[config.mk]
export PLATFORM = sky130hd
export DESIGN_NAME = pirq_router
export DESIGN_NICKNAME = d
export VERILOG_FILES = /design/src/core/pirq_sync.v /design/src/core/pirq_router.v
export VERILOG_INCLUDE_DIRS = /design/src /design/src/common
export SDC_FILE = /design/constraint.sdc
export NUM_CORES = 1
export LEC_CHECK = 0
export ABC_AREA = 1
export BUFFER_PORTS_ARGS = -buffer_cell sky130_fd_sc_hd__buf_2
export CORE_UTILIZATION = 35
export DETAILED_ROUTE_END_ITERATION = 10
export GPL_TIMING_DRIVEN = 0
export PLACE_DENSITY = 0.64
export SYNTH_ARGS = -nofsm -noshare
export SYNTH_HDL_FRONTEND = slang
export SYNTH_SLANG_ARGS = --single-unit
[constraint.sdc]
create_clock -name core_clk -period 12.35 [get_ports core_clk]
set_input_delay 1.235 -clock core_clk [delete_from_list [all_inputs] [get_ports core_clk]]
set_output_delay 1.235 -clock core_clk [all_outputs]
set_load 0.1 [all_outputs]
[src/common/pirq_regs.vh]
// peripheral interrupt routing: line positions, widths and polarity levels
// assumes inclusion by the routing design files only
`ifndef PIRQ_REGS_VH
`define PIRQ_REGS_VH

// controller base address seen by software
`define PIRQ_CTRL_BASE        32'hF000_0000

// widths
`define PIRQ_SHARED_W         128
`define PIRQ_PRIV_W           4
`define PIRQ_NUM_UART         6
`define PIRQ_GPIO_PINS        16

// shared line positions
`define PIRQ_SH_WDG           0
`define PIRQ_SH_TMR1          1
`define PIRQ_SH_TMR2          2
`define PIRQ_SH_TMRC          3
`define PIRQ_SH_RTC           4
`define PIRQ_SH_U2_RX         5
`define PIRQ_SH_U2_TX         6
`define PIRQ_SH_U3_RX         7
`define PIRQ_SH_U3_TX         8
`define PIRQ_SH_U4_RX         9
`define PIRQ_SH_U4_TX         10
`define PIRQ_SH_U5_RX         11
`define PIRQ_SH_U5_TX         12
`define PIRQ_SH_U2_COMB       13
`define PIRQ_SH_UOVF          17
`define PIRQ_SH_ETH           18
`define PIRQ_SH_USB           19
`define PIRQ_SH_AUDIO         20
`define PIRQ_SH_TOUCH         21
`define PIRQ_SH_ADC           22
`define PIRQ_SH_SPI0          23
`define PIRQ_SH_SPI1          24
`define PIRQ_SH_LCD           25
`define PIRQ_SH_GPIO_COMB     26
`define PIRQ_SH_GPIO_PIN      30
`define PIRQ_SH_USED_TOP      93

// private line positions
`define PIRQ_PV_RX            0
`define PIRQ_PV_TX            1
`define PIRQ_PV_COMB          2
`define PIRQ_PV_OVF           3

// reset values: shared inactive low, private inactive high
`define PIRQ_SHARED_RST       128'h0000_0000_0000_0000_0000_0000_0000_0000
`define PIRQ_PRIV_RST         4'hF

`endif

[src/core/pirq_sync.v]
// two-flop synchroniser for a vector of asynchronous request levels
// assumes sources may come from other clock domains
`timescale 1ns/100ps
`default_nettype none

module pirq_sync #(
  parameter W = 1
) (
  input  wire         core_clk,
  input  wire         rst,
  input  wire [W-1:0] d,
  output reg  [W-1:0] q
);

  reg [W-1:0] meta_r;

  // first stage feeds only the second stage
  always @(posedge core_clk or posedge rst) begin
    if (rst) begin
      meta_r <= {W{1'b0}};
      q      <= {W{1'b0}};
    end else begin
      meta_r <= d;
      q      <= meta_r;
    end
  end

endmodule // pirq_sync

`default_nettype wire

[src/core/pirq_router.v]
// peripheral interrupt router: maps peripheral requests onto shared and private lines
// assumes active-high request levels from all peripherals, one clock core_clk
//
// Summary of operation
// - shared lines are driven active high, private lines active low.
// - the receiving controller sits at base address 0xF000_0000 in the cluster.
// - each of the six uarts delivers tx, rx, tx overrun, rx overrun and combined requests.
// - each uart's tx, rx and combined requests get dedicated controller lines.
// - a uart's two overrun requests are ored into one overflow request.
// - uart 0 rx, tx, combined, overflow drive private group 0 bits 0 to 3.
// - uart 1 rx, tx, combined, overflow drive private group 1 bits 0 to 3.
// - uart 2 rx and tx drive shared lines 5 and 6.
// - uart 3 rx and tx drive shared lines 7 and 8.
// - uart 4 rx and tx drive shared lines 9 and 10.
// - uart 5 rx and tx drive shared lines 11 and 12.
// - combined requests of uarts 2 to 5 drive shared lines 13 to 16.
// - overflow requests of uarts 2 to 5 are ored onto shared line 17.
// - gpio port 0 to 3 combined requests drive shared lines 26 to 29.
// - gpio ports 0, 1, 2 pin requests drive shared 30-45, 46-61, 62-77.
// - gpio port 3 pin requests drive shared lines 78 to 93.
`timescale 1ns/100ps
`default_nettype none
`include "pirq_regs.vh"

module pirq_router #(
  parameter NUM_UART  = 6,
  parameter GPIO_PINS = 16,
  parameter SHARED_W  = 128,
  parameter [31:0] CTRL_BASE = `PIRQ_CTRL_BASE
) (
  input  wire                      core_clk,
  input  wire                      rst,
  input  wire [NUM_UART-1:0]       uart_tx_request,
  input  wire [NUM_UART-1:0]       uart_rx_request,
  input  wire [NUM_UART-1:0]       uart_tx_overrun_request,
  input  wire [NUM_UART-1:0]       uart_rx_overrun_request,
  input  wire [NUM_UART-1:0]       uart_combined_request,
  input  wire [3:0]                gpio_combined_request,
  input  wire [GPIO_PINS-1:0]      gpio0_pin_request,
  input  wire [GPIO_PINS-1:0]      gpio1_pin_request,
  input  wire [GPIO_PINS-1:0]      gpio2_pin_request,
  input  wire [GPIO_PINS-1:0]      gpio3_pin_request,
  input  wire                      watchdog_request,
  input  wire                      timer1_request,
  input  wire                      timer2_request,
  input  wire                      timer_combined_request,
  input  wire                      rtc_request,
  input  wire                      ethernet_request,
  input  wire                      usb_request,
  input  wire                      audio_request,
  input  wire                      touch_request,
  input  wire                      adc_spi_request,
  input  wire                      shield0_spi_request,
  input  wire                      shield1_spi_request,
  input  wire                      lcd_request,
  output reg  [SHARED_W-1:0]       shared_irq,
  output reg  [3:0]                private_irq_group0_n,
  output reg  [3:0]                private_irq_group1_n
);

  //////////////////////////////////////////////////////////////////////////////
  // input synchronisation

  // controller base address
  // CTRL_BASE only records where software reaches the controller; no line depends on it

  localparam NSYNC = 5 * NUM_UART + 4 + 4 * GPIO_PINS + 13;

  wire [NSYNC-1:0] raw_in;
  wire [NSYNC-1:0] syn_in;

  assign raw_in = {uart_tx_request, uart_rx_request, uart_tx_overrun_request,
                   uart_rx_overrun_request, uart_combined_request,
                   gpio_combined_request, gpio3_pin_request, gpio2_pin_request,
                   gpio1_pin_request, gpio0_pin_request,
                   watchdog_request, timer1_request, timer2_request,
                   timer_combined_request, rtc_request, ethernet_request,
                   usb_request, audio_request, touch_request, adc_spi_request,
                   shield0_spi_request, shield1_spi_request, lcd_request};

  // requests come from peripherals on other clocks, so resynchronise all
  pirq_sync #(
    .W (NSYNC)
  ) u_sync (
    .core_clk (core_clk),
    .rst      (rst),
    .d        (raw_in),
    .q        (syn_in)
  );

  //////////////////////////////////////////////////////////////////////////////
  // unpack synchronised requests

  localparam O_MISC = 0;
  localparam O_GP0  = 13;
  localparam O_GP1  = O_GP0 + GPIO_PINS;
  localparam O_GP2  = O_GP1 + GPIO_PINS;
  localparam O_GP3  = O_GP2 + GPIO_PINS;
  localparam O_GPC  = O_GP3 + GPIO_PINS;
  localparam O_UC   = O_GPC + 4;
  localparam O_URO  = O_UC + NUM_UART;
  localparam O_UTO  = O_URO + NUM_UART;
  localparam O_URX  = O_UTO + NUM_UART;
  localparam O_UTX  = O_URX + NUM_UART;

  wire [NUM_UART-1:0]  s_utx  = syn_in[O_UTX +: NUM_UART];
  wire [NUM_UART-1:0]  s_urx  = syn_in[O_URX +: NUM_UART];
  wire [NUM_UART-1:0]  s_uto  = syn_in[O_UTO +: NUM_UART];
  wire [NUM_UART-1:0]  s_uro  = syn_in[O_URO +: NUM_UART];
  wire [NUM_UART-1:0]  s_ucmb = syn_in[O_UC  +: NUM_UART];
  wire [3:0]           s_gpc  = syn_in[O_GPC +: 4];
  wire [12:0]          s_misc = syn_in[O_MISC +: 13];

  // per-uart overflow is the or of both overruns
  wire [NUM_UART-1:0]  uart_ovf = s_uto | s_uro;

  //////////////////////////////////////////////////////////////////////////////
  // shared line map, combinational

  reg [SHARED_W-1:0] shared_nxt;

  always @* begin
    shared_nxt = `PIRQ_SHARED_RST;
    shared_nxt[`PIRQ_SH_WDG]   = s_misc[12];
    shared_nxt[`PIRQ_SH_TMR1]  = s_misc[11];
    shared_nxt[`PIRQ_SH_TMR2]  = s_misc[10];
    shared_nxt[`PIRQ_SH_TMRC]  = s_misc[9];
    shared_nxt[`PIRQ_SH_RTC]   = s_misc[8];
    shared_nxt[`PIRQ_SH_U2_RX] = s_urx[2];
    shared_nxt[`PIRQ_SH_U2_TX] = s_utx[2];
    shared_nxt[`PIRQ_SH_U3_RX] = s_urx[3];
    shared_nxt[`PIRQ_SH_U3_TX] = s_utx[3];
    shared_nxt[`PIRQ_SH_U4_RX] = s_urx[4];
    shared_nxt[`PIRQ_SH_U4_TX] = s_utx[4];
    shared_nxt[`PIRQ_SH_U5_RX] = s_urx[5];
    shared_nxt[`PIRQ_SH_U5_TX] = s_utx[5];
    shared_nxt[`PIRQ_SH_U2_COMB +: 4] = s_ucmb[5:2];
    shared_nxt[`PIRQ_SH_UOVF]  = |uart_ovf[5:2];
    shared_nxt[`PIRQ_SH_ETH]   = s_misc[7];
    shared_nxt[`PIRQ_SH_USB]   = s_misc[6];
    shared_nxt[`PIRQ_SH_AUDIO] = s_misc[5];
    shared_nxt[`PIRQ_SH_TOUCH] = s_misc[4];
    shared_nxt[`PIRQ_SH_ADC]   = s_misc[3];
    shared_nxt[`PIRQ_SH_SPI0]  = s_misc[2];
    shared_nxt[`PIRQ_SH_SPI1]  = s_misc[1];
    shared_nxt[`PIRQ_SH_LCD]   = s_misc[0];
    shared_nxt[`PIRQ_SH_GPIO_COMB +: 4] = s_gpc;
    shared_nxt[`PIRQ_SH_GPIO_PIN +: GPIO_PINS]                 = syn_in[O_GP0 +: GPIO_PINS];
    shared_nxt[`PIRQ_SH_GPIO_PIN + GPIO_PINS +: GPIO_PINS]     = syn_in[O_GP1 +: GPIO_PINS];
    shared_nxt[`PIRQ_SH_GPIO_PIN + 2 * GPIO_PINS +: GPIO_PINS] = syn_in[O_GP2 +: GPIO_PINS];
    shared_nxt[`PIRQ_SH_GPIO_PIN + 3 * GPIO_PINS +: GPIO_PINS] = syn_in[O_GP3 +: GPIO_PINS];
  end

  //////////////////////////////////////////////////////////////////////////////
  // private groups, active low

  wire [3:0] priv0_nxt = ~{uart_ovf[0], s_ucmb[0], s_utx[0], s_urx[0]};
  wire [3:0] priv1_nxt = ~{uart_ovf[1], s_ucmb[1], s_utx[1], s_urx[1]};

  //////////////////////////////////////////////////////////////////////////////
  // output registers; reset leaves every line inactive

  always @(posedge core_clk or posedge rst) begin
    if (rst) begin
      shared_irq           <= `PIRQ_SHARED_RST;
      private_irq_group0_n <= `PIRQ_PRIV_RST;
      private_irq_group1_n <= `PIRQ_PRIV_RST;
    end else begin
      shared_irq           <= shared_nxt;
      private_irq_group0_n <= priv0_nxt;
      private_irq_group1_n <= priv1_nxt;
    end
  end

endmodule // pirq_router

`default_nettype wire

==> impl_metrics.json, run 1 <==
{
  "worst_slack_ns": 9.68,
  "grt_antenna_before_repair": 4,
  "die_h_um": 158,
  "ff2ff_setup_slack_ns": 11.63,
  "synthesis.instances": 383,
  "area_growth_pct": 33.5,
  "ys_seq_area_share_pct": 95.9,
  "ant_nets": 0,
  "rows": 56,
  "htreeDepth": 2,
  "final_area_um2": 11300,
  "synth_top_flop_cell": "dfrtp_1",
  "worstReg2RegStart": "u_sync.q[97]",
  "vias_per_cell": 3.64,
  "setup_tns_ns": 0,
  "crit_path_end": "private_irq_group0_n[1]",
  "cts_buffer_depth": 3,
  "pwr-share-clk_pct": 43.0,
  "crit_path_max_fanout": 1,
  "synth_adder_area_share_pct": 0,
  "tightest_slew_ns": 0.669,
  "startpoint_type": "register",
  "max_stage_delay_ns": 0.51,
  "synth.distinct_cells": 7,
  "drtIter0Drc": 155,
  "r2r_end": "shared_irq[17]",
  "slew-limit-headroom_pct": 55.4,
  "vias": 3689,
  "clock_latency_ns": 0.49,
  "post-route-drc-count": 0,
  "synth_xor_xnor_area_share_pct": 0,
  "synth.most_common_cell": "dfrtp_1",
  "fin_worst_skew_ns": 0.0125,
  "die_area_um2": 24800,
  "dp_slack_ns": 10.05,
  "whs_ns": 0.340,
  "slowest_stage": "dfstp_2",
  "routed_wl_um": 13200,
  "synth_top_area_share_pct": 93.4,
  "synth_area_um2": 8470,
  "die_x_um": 158,
  "io_pins": 249,
  "grt_pass1_vias": 3870,
  "crit_type": "register to output pin",
  "period_needed_ns": 2.67,
  "clock-root-buffer": "clkbuf_16",
  "core_um2": 23600,
  "port_buffers": 214,
  "hold_buffers": 0,
  "crit_path_end_kind": "output pin",
  "grt_max_degree": 138,
  "status": "finished, final reports clean",
  "grt_usage_pct": 10.9,
  "drive_above_1_share_pct": 45.5,
  "cp.required_ns": 11.11,
  "avgSynthCellArea_um2": 22.1,
  "cts_tree": "yes",
  "seq_power_share_pct": 47.0,
  "ir_drop_v": 0.000134,
  "synth_top_family_by_area": "buffers and inverters",
  "synthArstFlopShare_pct": 100,
  "r2r_cells": 4,
  "crit_chain": "buf_2",
  "cts_resized": 0,
  "synth-edff-count": 0,
  "grt_first_pass_wirelength_um": 20200,
  "nets": 781,
  "cp_top_family": "flip-flops",
  "drv_cap": 0,
  "synth_compound_area_share_pct": 0,
  "hold_viol": 0,
  "synth.area.mux_share_pct": 0,
  "place_congestion": 0.667,
  "max_freq_mhz": 375,
  "crit_buf_inv": 1,
  "hold_class": "register to register",
  "synth_seq_cells": 324,
  "ys_warn_count": 0,
  "synthSimpleGateAreaFrac_pct": 0.399,
  "overflow": 0,
  "start_util_pct": 35.9,
  "p_comb_share_pct": 10.0,
  "wire_per_inst_um": 13.0,
  "path_depth": 1,
  "post_cts_buffers": 0,
  "synth.area.top_cells": "dfrtp_1 93%, buf_4 3.0%, dfstp_2 2.5%",
  "setup_viol": 0,
  "maxSlewViolCount": 0,
  "dp_hpwl_um": 8570,
  "synth_top_area_cell": "dfrtp_1",
  "ys_top_cells_by_count": "316 x dfrtp_1, 34 x buf_4, 15 x inv_1",
  "cts.sinks": 324,
  "netSwitchingFraction_pct": 25.2,
  "numCtsBuffers": 34,
  "worstPathArrival_ns": 1.44,
  "p_int_mw": 1.80,
  "clkTransAtPathRegs_ns": 0.06,
  "p_leak_nw": 5.61,
  "startpoint": "private_irq_group0_n[1]",
  "rsz0062_at_grt": "no",
  "power.density_nw_per_um2": 213,
  "placed_cell_area_um2": 10100,
  "power_switching_mw": 0.606,
  "fin_crit_sh_pct": 21.6,
  "first_pass_iters": 3
}
## layer usage
metal,GRT usage [%],up-vias,part of all wire [%]
li1,-,1671,-
met1,12.2,1777,38
met2,16.5,194,46
met3,6.72,41,13
met4,4.72,6,2.9
met5,0,-,0.33
## layout make-up
type / instances / area [um2]
clock buffers: 47 / 991
repair buffers: 216 / 1130
inverters: 15 / 63.8
multi-input cells: 43 / 161
diodes: 1 / 2.50
fillers: 2050 / 12300
well taps: 319 / 399
plain buffers: 34 / 255
flip-flops and latches: 324 / 8120
clock inverters: 14 / 188
## cell families after synthesis
group,after synthesis
flops,324
simple gates,9
buf+inv,49
other cells,1
## sequential cells by signal, indices dropped and copies added (netlist names)
| register | count |
|---|---|
| u_sync.meta_r | 111 |
| private_irq_group0_n | 4 |
| private_irq_group1_n | 4 |
| shared_irq | 94 |
| u_sync.q | 111 |
## placed cells by master (no fill, tap or decap)
cell / n
bufinv_16: 4
inv_6: 2
inv_1: 14
clkbuf_8: 7
clkinv_2: 6
buf_4: 34
clkinv_4: 1
conb_1: 34
nor2_1: 4
inv_8: 2
buf_16: 2
buf_2: 214
clkbuf_1: 5
diode_2: 1
nand2_1: 5
dfrtp_1: 316
dfstp_2: 8
clkbuf_16: 35
## power by group through the flow
stage	Clock, mW	Sequential (mW)	Combinational (mW)
after floorplan	0	1.27	0.0696
after global placement	0	1.15	0.239
after detailed placement	0	1.15	0.243
after CTS	1.07	1.13	0.243
after global routing	1.12	1.13	0.252
final	1.03	1.13	0.241
## stage by stage
| stage | utilization (%) | total power [mW] | cells |
|---|---|---|---|
| 2_1_floorplan | - | 1.34 | 416 |
| 3_3_place_gp | 42.6 | 1.39 | 949 |
| 3_5_place_dp | 42.9 | 1.39 | 951 |
| 4_1_cts | 47.9 | 2.45 | 1012 |
| 5_1_grt | 47.9 | 2.50 | 1012 |
| 6_report | 47.9 | 2.40 | 1013 |
## how the worst min path moves through the flow
stage	start	endpoint	depth (start not counted)
2_1_floorplan	u_sync.q[12]	shared_irq[0]	0
3_3_place_gp	u_sync.q[44]	shared_irq[61]	0
3_5_place_dp	u_sync.q[6]	shared_irq[19]	0
4_1_cts	u_sync.meta_r[22]	u_sync.q[22]	0
5_1_grt	u_sync.q[1]	shared_irq[24]	0
6_report	u_sync.q[6]	shared_irq[19]	0
No activity file was read; power rests on OpenSTA's default activity.
==> run 2, diff against run 1 <==
- ABC_AREA: 1 -> 0
- clock period: 12.35 -> 2.6 ns (I/O delays scaled with it)
==> run 2 against run 1 <==
Clock-buffer cell count down 3; clock skew down 0.0030 ns; die area down 0.47%; combinational power rose to 5.4 times the previous value; synthesized cell count down 3.1%; utilization up 5.1 points; non-clock buffer count up 117; final cell count up 11%; clock power rose to 4.8 times the previous value; sequential power rose to 4.7 times the previous value; critical endpoint is now private_irq_group1_n[2]; largest cell class unchanged; highest routed layer is now met4.
==> impl_metrics.json, run 2 <==
{
  "final_common_cell": "dfrtp_1",
  "cts.sinks": 324,
  "synth.distinct_cells": 8,
  "worstReg2RegStart": "u_sync.q[89]",
  "ys_top_cells_by_count": "316 x dfrtp_1, 34 x buf_4, 8 x dfstp_2",
  "area_growth_pct": 47.9,
  "overflow": 0,
  "grt_max_degree": 47,
  "synth-edff-count": 0,
  "hold_start": "u_sync.meta_r[65]",
  "clkTransAtPathRegs_ns": 0.06,
  "final_cell_mix": "316 x dfrtp_1, 214 x buf_2, 112 x dlygate4sd3_1, 35 x clkbuf_16",
  "max_freq_mhz": 509,
  "htreeDepth": 2,
  "synth_top_area_share_pct": 93.8,
  "grtUsageMet1_pct": 14.9,
  "startpoint_type": "input port",
  "startpoint": "rst",
  "die_h_um": 157,
  "whs_ns": 0.345,
  "synth.area.top_cells": "dfrtp_1 94%, buf_4 3.0%, dfstp_2 2.5%",
  "hold_class": "register to register",
  "nets": 887,
  "cp.required_ns": 3.22,
  "p_leak_nw": 6.04,
  "synth_area_um2": 8430,
  "crit_type": "input port to asynchronous set/reset pin",
  "rsz0062_at_grt": "no",
  "drv_cap": 0,
  "die_x_um": 157,
  "synthesis.instances": 371,
  "final_area_um2": 12500,
  "drive_above_1_share_pct": 40.4,
  "fin_crit_sh_pct": 75.6,
  "status": "finished, final reports clean",
  "die_area_um2": 24700,
  "placed_cell_area_um2": 10200,
  "grt_pass1_vias": 4585,
  "cts_resized": 0,
  "start_util_pct": 35.8,
  "synth.most_common_cell": "dfrtp_1",
  "maxSlewViolCount": 0,
  "cts_buffer_depth": 3,
  "hold_viol": 0,
  "grt_antenna_before_repair": 3,
  "vias_per_cell": 3.72,
  "crit_path_max_fanout": 42,
  "ys_warn_count": 0,
  "vias": 4174,
  "ir_drop_v": 0.000643,
  "final_core_util_pct": 52.9,
  "worstPathArrival_ns": 2.59,
  "rows": 56,
  "fillers": 1920,
  "port_buffers": 214,
  "post-route-drc-count": 0,
  "hold_buffers": 112,
  "post_cts_buffers": 0,
  "wire_per_inst_um": 13.4,
  "top_usage_layer": "met2",
  "synth_top_flop_cell": "dfrtp_1",
  "gr-usage-met2_pct": 20.5,
  "cts_tree": "yes",
  "synth_top_area_cell": "dfrtp_1",
  "synth_seq_cells": 324,
  "core_um2": 23500,
  "ys_seq_area_share_pct": 96.3,
  "grt_usage_pct": 12.7,
  "power.density_nw_per_um2": 928,
  "period_needed_ns": 1.97,
  "synthArstFlopShare_pct": 100,
  "clock-root-buffer": "clkbuf_16",
  "dp_hpwl_um": 9090,
  "first_pass_iters": 4,
  "tightest_slew_ns": 0.798,
  "grt_first_pass_wirelength_um": 23600,
  "io_pins": 249,
  "numCtsBuffers": 35,
  "drtIter0Drc": 145,
  "place_congestion": 0.689,
  "routed_wl_um": 15000,
  "grt_use_met3_pct": 4.93,
  "setup_viol": 0,
  "avgSynthCellArea_um2": 22.7,
  "clock_latency_ns": 0.50,
  "slew-limit-headroom_pct": 46.7,
  "ant_nets": 0,
  "crit_path_end_kind": "asynchronous set/reset pin",
  "fin_worst_skew_ns": 0.00954,
  "largestRegisters": "u_sync.meta_r x111, u_sync.q x111, shared_irq x94"
}
-- run 2: changes by cell type in the layout (fill, tap and decap cells not counted), moves of 4 or more --
| cell | previous run | this run |
|---|---|---|
| clkinvlp_4 | 0 | 5 |
| inv_1 | 14 | 6 |
| nand2_1 | 5 | 1 |
| dlygate4sd3_1 | 0 | 112 |
| buf_12 | 0 | 7 |
-- run 2: logic make-up after synthesis --
kind of cell / after synthesis / share of synthesized area (%)
buf+inv: 41 / 3.34
flops: 324 / 96.3
other cells: 1 / 0.0445
simple gates: 5 / 0.282
-- run 2: report_power, final --
group	switching, mW	total, mW	internal (mW)
Clock	1.96	4.91	2.95
Sequential	0.0633	5.36	5.30
Combinational	1.02	1.30	0.279
-- run 2: per-stage QoR --
step / worst slack, ns / total power [mW] / TNS, ns / cells
3_3_place_gp: -3.55 / 6.59 / -1130.92 / 937
4_1_cts: 0.536 / 11.8 / 0 / 1119
3_5_place_dp: 0.543 / 6.62 / 0 / 944
6_report: 0.634 / 11.6 / 0 / 1122
5_1_grt: 0.337 / 12.0 / 0 / 1122
2_1_floorplan: -1.98 / 6.38 / -630.96 / 404
-- run 2: cell type report --
| type | instances | area [um2] | area share (%) |
|---|---|---|---|
| repair buffers | 333 | 2330 | 18.7 |
| clock buffers | 44 | 960 | 7.70 |
| diodes | 3 | 7.51 | 0.0602 |
| plain buffers | 34 | 255 | 2.05 |
| well taps | 319 | 399 | 3.20 |
| inverters | 7 | 30.0 | 0.241 |
| multi-input cells | 39 | 151 | 1.21 |
| flip-flops and latches | 324 | 8120 | 65.1 |
| clock inverters | 19 | 209 | 1.68 |
-- run 2: final timing paths --
| check | slack [ns] | cells past startpoint | endpoint |
|---|---|---|---|
| min in group asynchronous | 0.46 | 3 | u_sync.q[20] |
| max in group core_clk | 0.90 | 1 | private_irq_group1_n[3] |
| min reg2reg | 0.35 | 0 | u_sync.q[65] |
| max | 0.63 | 7 | private_irq_group1_n[2] |
| max reg2reg | 1.71 | 2 | shared_irq[17] |
| min | 0.35 | 0 | u_sync.q[65] |
-- run 2: critical path: stages --
cell	delay (ns)
dlygate4sd3_1	0.53
buf_2	0.13
clkinvlp_4	0.52
buf_12	0.32
buf_12	0.26
buf_12	0.25
buf_12	0.25
-- run 2: metal layers --
metal / up-vias / share of wire [%] / wire length [um]
met1: 2051 / 39 / 5800
li1: 1895 / - / -
met4: 0 / 3.4 / 511
met2: 183 / 49 / 7340
met5: - / 0 / 0
met3: 45 / 9.3 / 1400
==> run 3, diff against run 2 <==
- PLACE_DENSITY: 0.64 -> 0.66
- clock period: 2.6 -> 1.8 ns (I/O delays scaled with it)
==> run 3 against run 2 <==
Clock power grew 42%; hold slack got worse by 0.016 ns; via count is 1.2% lower; utilization decreased by 0.12 points; combinational power up 45%; power rose by 44%; wire length grew 2.8%; worst setup slack worse by 0.43 ns; flip-flop and latch count did not move; critical path depth fell by 6; sequential share of layout area increased by 0.15 points; largest cell class unchanged; largest power group unchanged.
==> impl_metrics.json, run 3 (synthesized netlist as in run 2, its figures left out) <==
{
  "status": "finished, final reports clean",
  "grt_use_met3_pct": 5.95,
  "io_pins": 249,
  "setup_viol": 0,
  "grtUsageMet1_pct": 14.5,
  "die_x_um": 157,
  "cts_buffer_depth": 3,
  "final_common_cell": "dfrtp_1",
  "overflow": 0,
  "p_leak_nw": 6.03,
  "grt_usage_pct": 13.1,
  "largestRegisters": "u_sync.meta_r x111, u_sync.q x111, shared_irq x94",
  "wire_per_inst_um": 13.9,
  "final_cell_mix": "316 x dfrtp_1, 214 x buf_2, 112 x dlygate4sd3_1, 35 x clkbuf_16",
  "cts_tree": "yes",
  "vias": 4124,
  "crit_buf_inv": 1,
  "crit_path_end_kind": "output pin",
  "first_pass_iters": 4,
  "drtIter0Drc": 145,
  "seq_power_share_pct": 46.7,
  "maxSlewViolCount": 0,
  "grt_pass1_vias": 4621,
  "startpoint_type": "register",
  "area_growth_pct": 47.5,
  "setup_tns_ns": 0,
  "period_needed_ns": 1.60,
  "hold_class": "input port to register",
  "multi_input_comb_area_um2": 151,
  "vias_per_cell": 3.70,
  "max_freq_mhz": 626,
  "max_stage_delay_ns": 0.51,
  "port_buffers": 214,
  "regArea_um2": 8120,
  "ant_nets": 0,
  "pwr-share-clk_pct": 42.0,
  "p_comb_share_pct": 11.3,
  "die_area_um2": 24700,
  "dp_slack_ns": 0.316,
  "p_int_mw": 12.4,
  "worstPathArrival_ns": 1.42,
  "rows": 56,
  "slowest_stage": "dfstp_2",
  "routed_wl_um": 15500,
  "die_h_um": 157,
  "cp_top_family": "flip-flops",
  "grt_first_pass_wirelength_um": 24200,
  "power.density_nw_per_um2": 1340,
  "grt_max_degree": 45,
  "nets": 886,
  "clock_latency_ns": 0.49,
  "final_core_util_pct": 52.8,
  "dp.cells": 944,
  "tightest_slew_ns": 0.882,
  "power_switching_mw": 4.26,
  "numCtsBuffers": 34,
  "rsz0062_at_grt": "no",
  "fin_worst_skew_ns": 0.00570,
  "drive_above_1_share_pct": 40.0,
  "netSwitchingFraction_pct": 25.6,
  "finalNonFillerCells": 1116,
  "worst_slack_ns": 0.202,
  "fillers": 1934,
  "cp.required_ns": 1.62,
  "place_congestion": 0.680,
  "grt_antenna_before_repair": 0,
  "crit_type": "register to output pin",
  "crit_path_max_fanout": 1,
  "num_antenna_cells": 0,
  "clkTransAtPathRegs_ns": 0.06,
  "start_util_pct": 35.8,
  "cts.sinks": 324,
  "post-route-drc-count": 0,
  "crit_chain": "buf_2",
  "drv_cap": 0,
  "htreeDepth": 2,
  "slew-limit-headroom_pct": 41.1,
  "top_usage_layer": "met2",
  "clock-root-buffer": "clkbuf_16",
  "hold_viol": 0,
  "fin_crit_sh_pct": 88.8,
  "ir_drop_v": 0.000832,
  "core_um2": 23500,
  "dp_hpwl_um": 9120,
  "gr-usage-met2_pct": 21.7
}
==> run 3: cell types whose count changed in the layout (fill, tap and decap cells not counted), sizes merged <==
cell	previous run	this run
clkinv	8	6
inv	10	8
clkbuf	44	47
diode	3	0
clkinvlp	5	3
==> run 3: metrics by stage <==
step	cell area, um2	power (mW)	hold slack (ns)
2_1_floorplan	8550	9.21	0.211
3_3_place_gp	10000	9.51	0.288
3_5_place_dp	10200	9.57	0.289
4_1_cts	12400	16.8	0.300
5_1_grt	12400	17.3	0.304
6_report	12400	16.6	0.329
==> run 3: timing repair <==
item / CTS / global route
hold buffers: 112 / 0
gates resized for setup: 0 / 0
hold endpoints to repair: 146 / 0
setup endpoints to repair: 0 / 0
setup buffers: 0 / 0
==> run 3: final cells by class <==
class,count,share of cell area (%)
Buffer,34,2.05
Inverter,7,0.242
Tap cell,319,3.21
Clock buffer,47,7.97
Timing Repair Buffer,333,18.8
Clock inverter,13,1.26
Sequential cell,324,65.3
Multi-Input combinational cell,39,1.22
==> run 3: worst paths after layout <==
check	from	to	slack, ns	depth (start not counted)
worst max-delay path	private_irq_group0_n[3]	private_irq_group0_n[3]	0.20	1
worst min-delay path	gpio0_pin_request[12]	u_sync.meta_r[25]	0.33	2
worst max register to register	u_sync.q[91]	shared_irq[17]	0.85	2
worst min register to register	u_sync.meta_r[62]	u_sync.q[62]	0.34	0
max in group asynchronous	rst	private_irq_group0_n[3]	0.33	5
min in group asynchronous	rst	u_sync.q[20]	0.43	3
==> run 3: power groups by stage <==
stage	clock, mW	sequential (mW)	combinational, mW
after floorplan	0	8.74	0.474
after global placement	0	7.87	1.64
after detailed placement	0	7.88	1.69
after CTS	7.19	7.75	1.89
after global routing	7.52	7.78	1.97
final	6.98	7.75	1.88
==> run 3: metal layers <==
layer | vias up | part of all wire [%]
met1 | 2014 | 37
met4 | 0 | 3.2
met2 | 183 | 50
met3 | 42 | 10
met5 | - | 0
li1 | 1885 | -
==> run 3: worst register-to-register path, stage by stage, from the launching register on <==
cell and delay, ns:
dfrtp_1 0.36, nor4_1 0.31, nand2_1 0.14
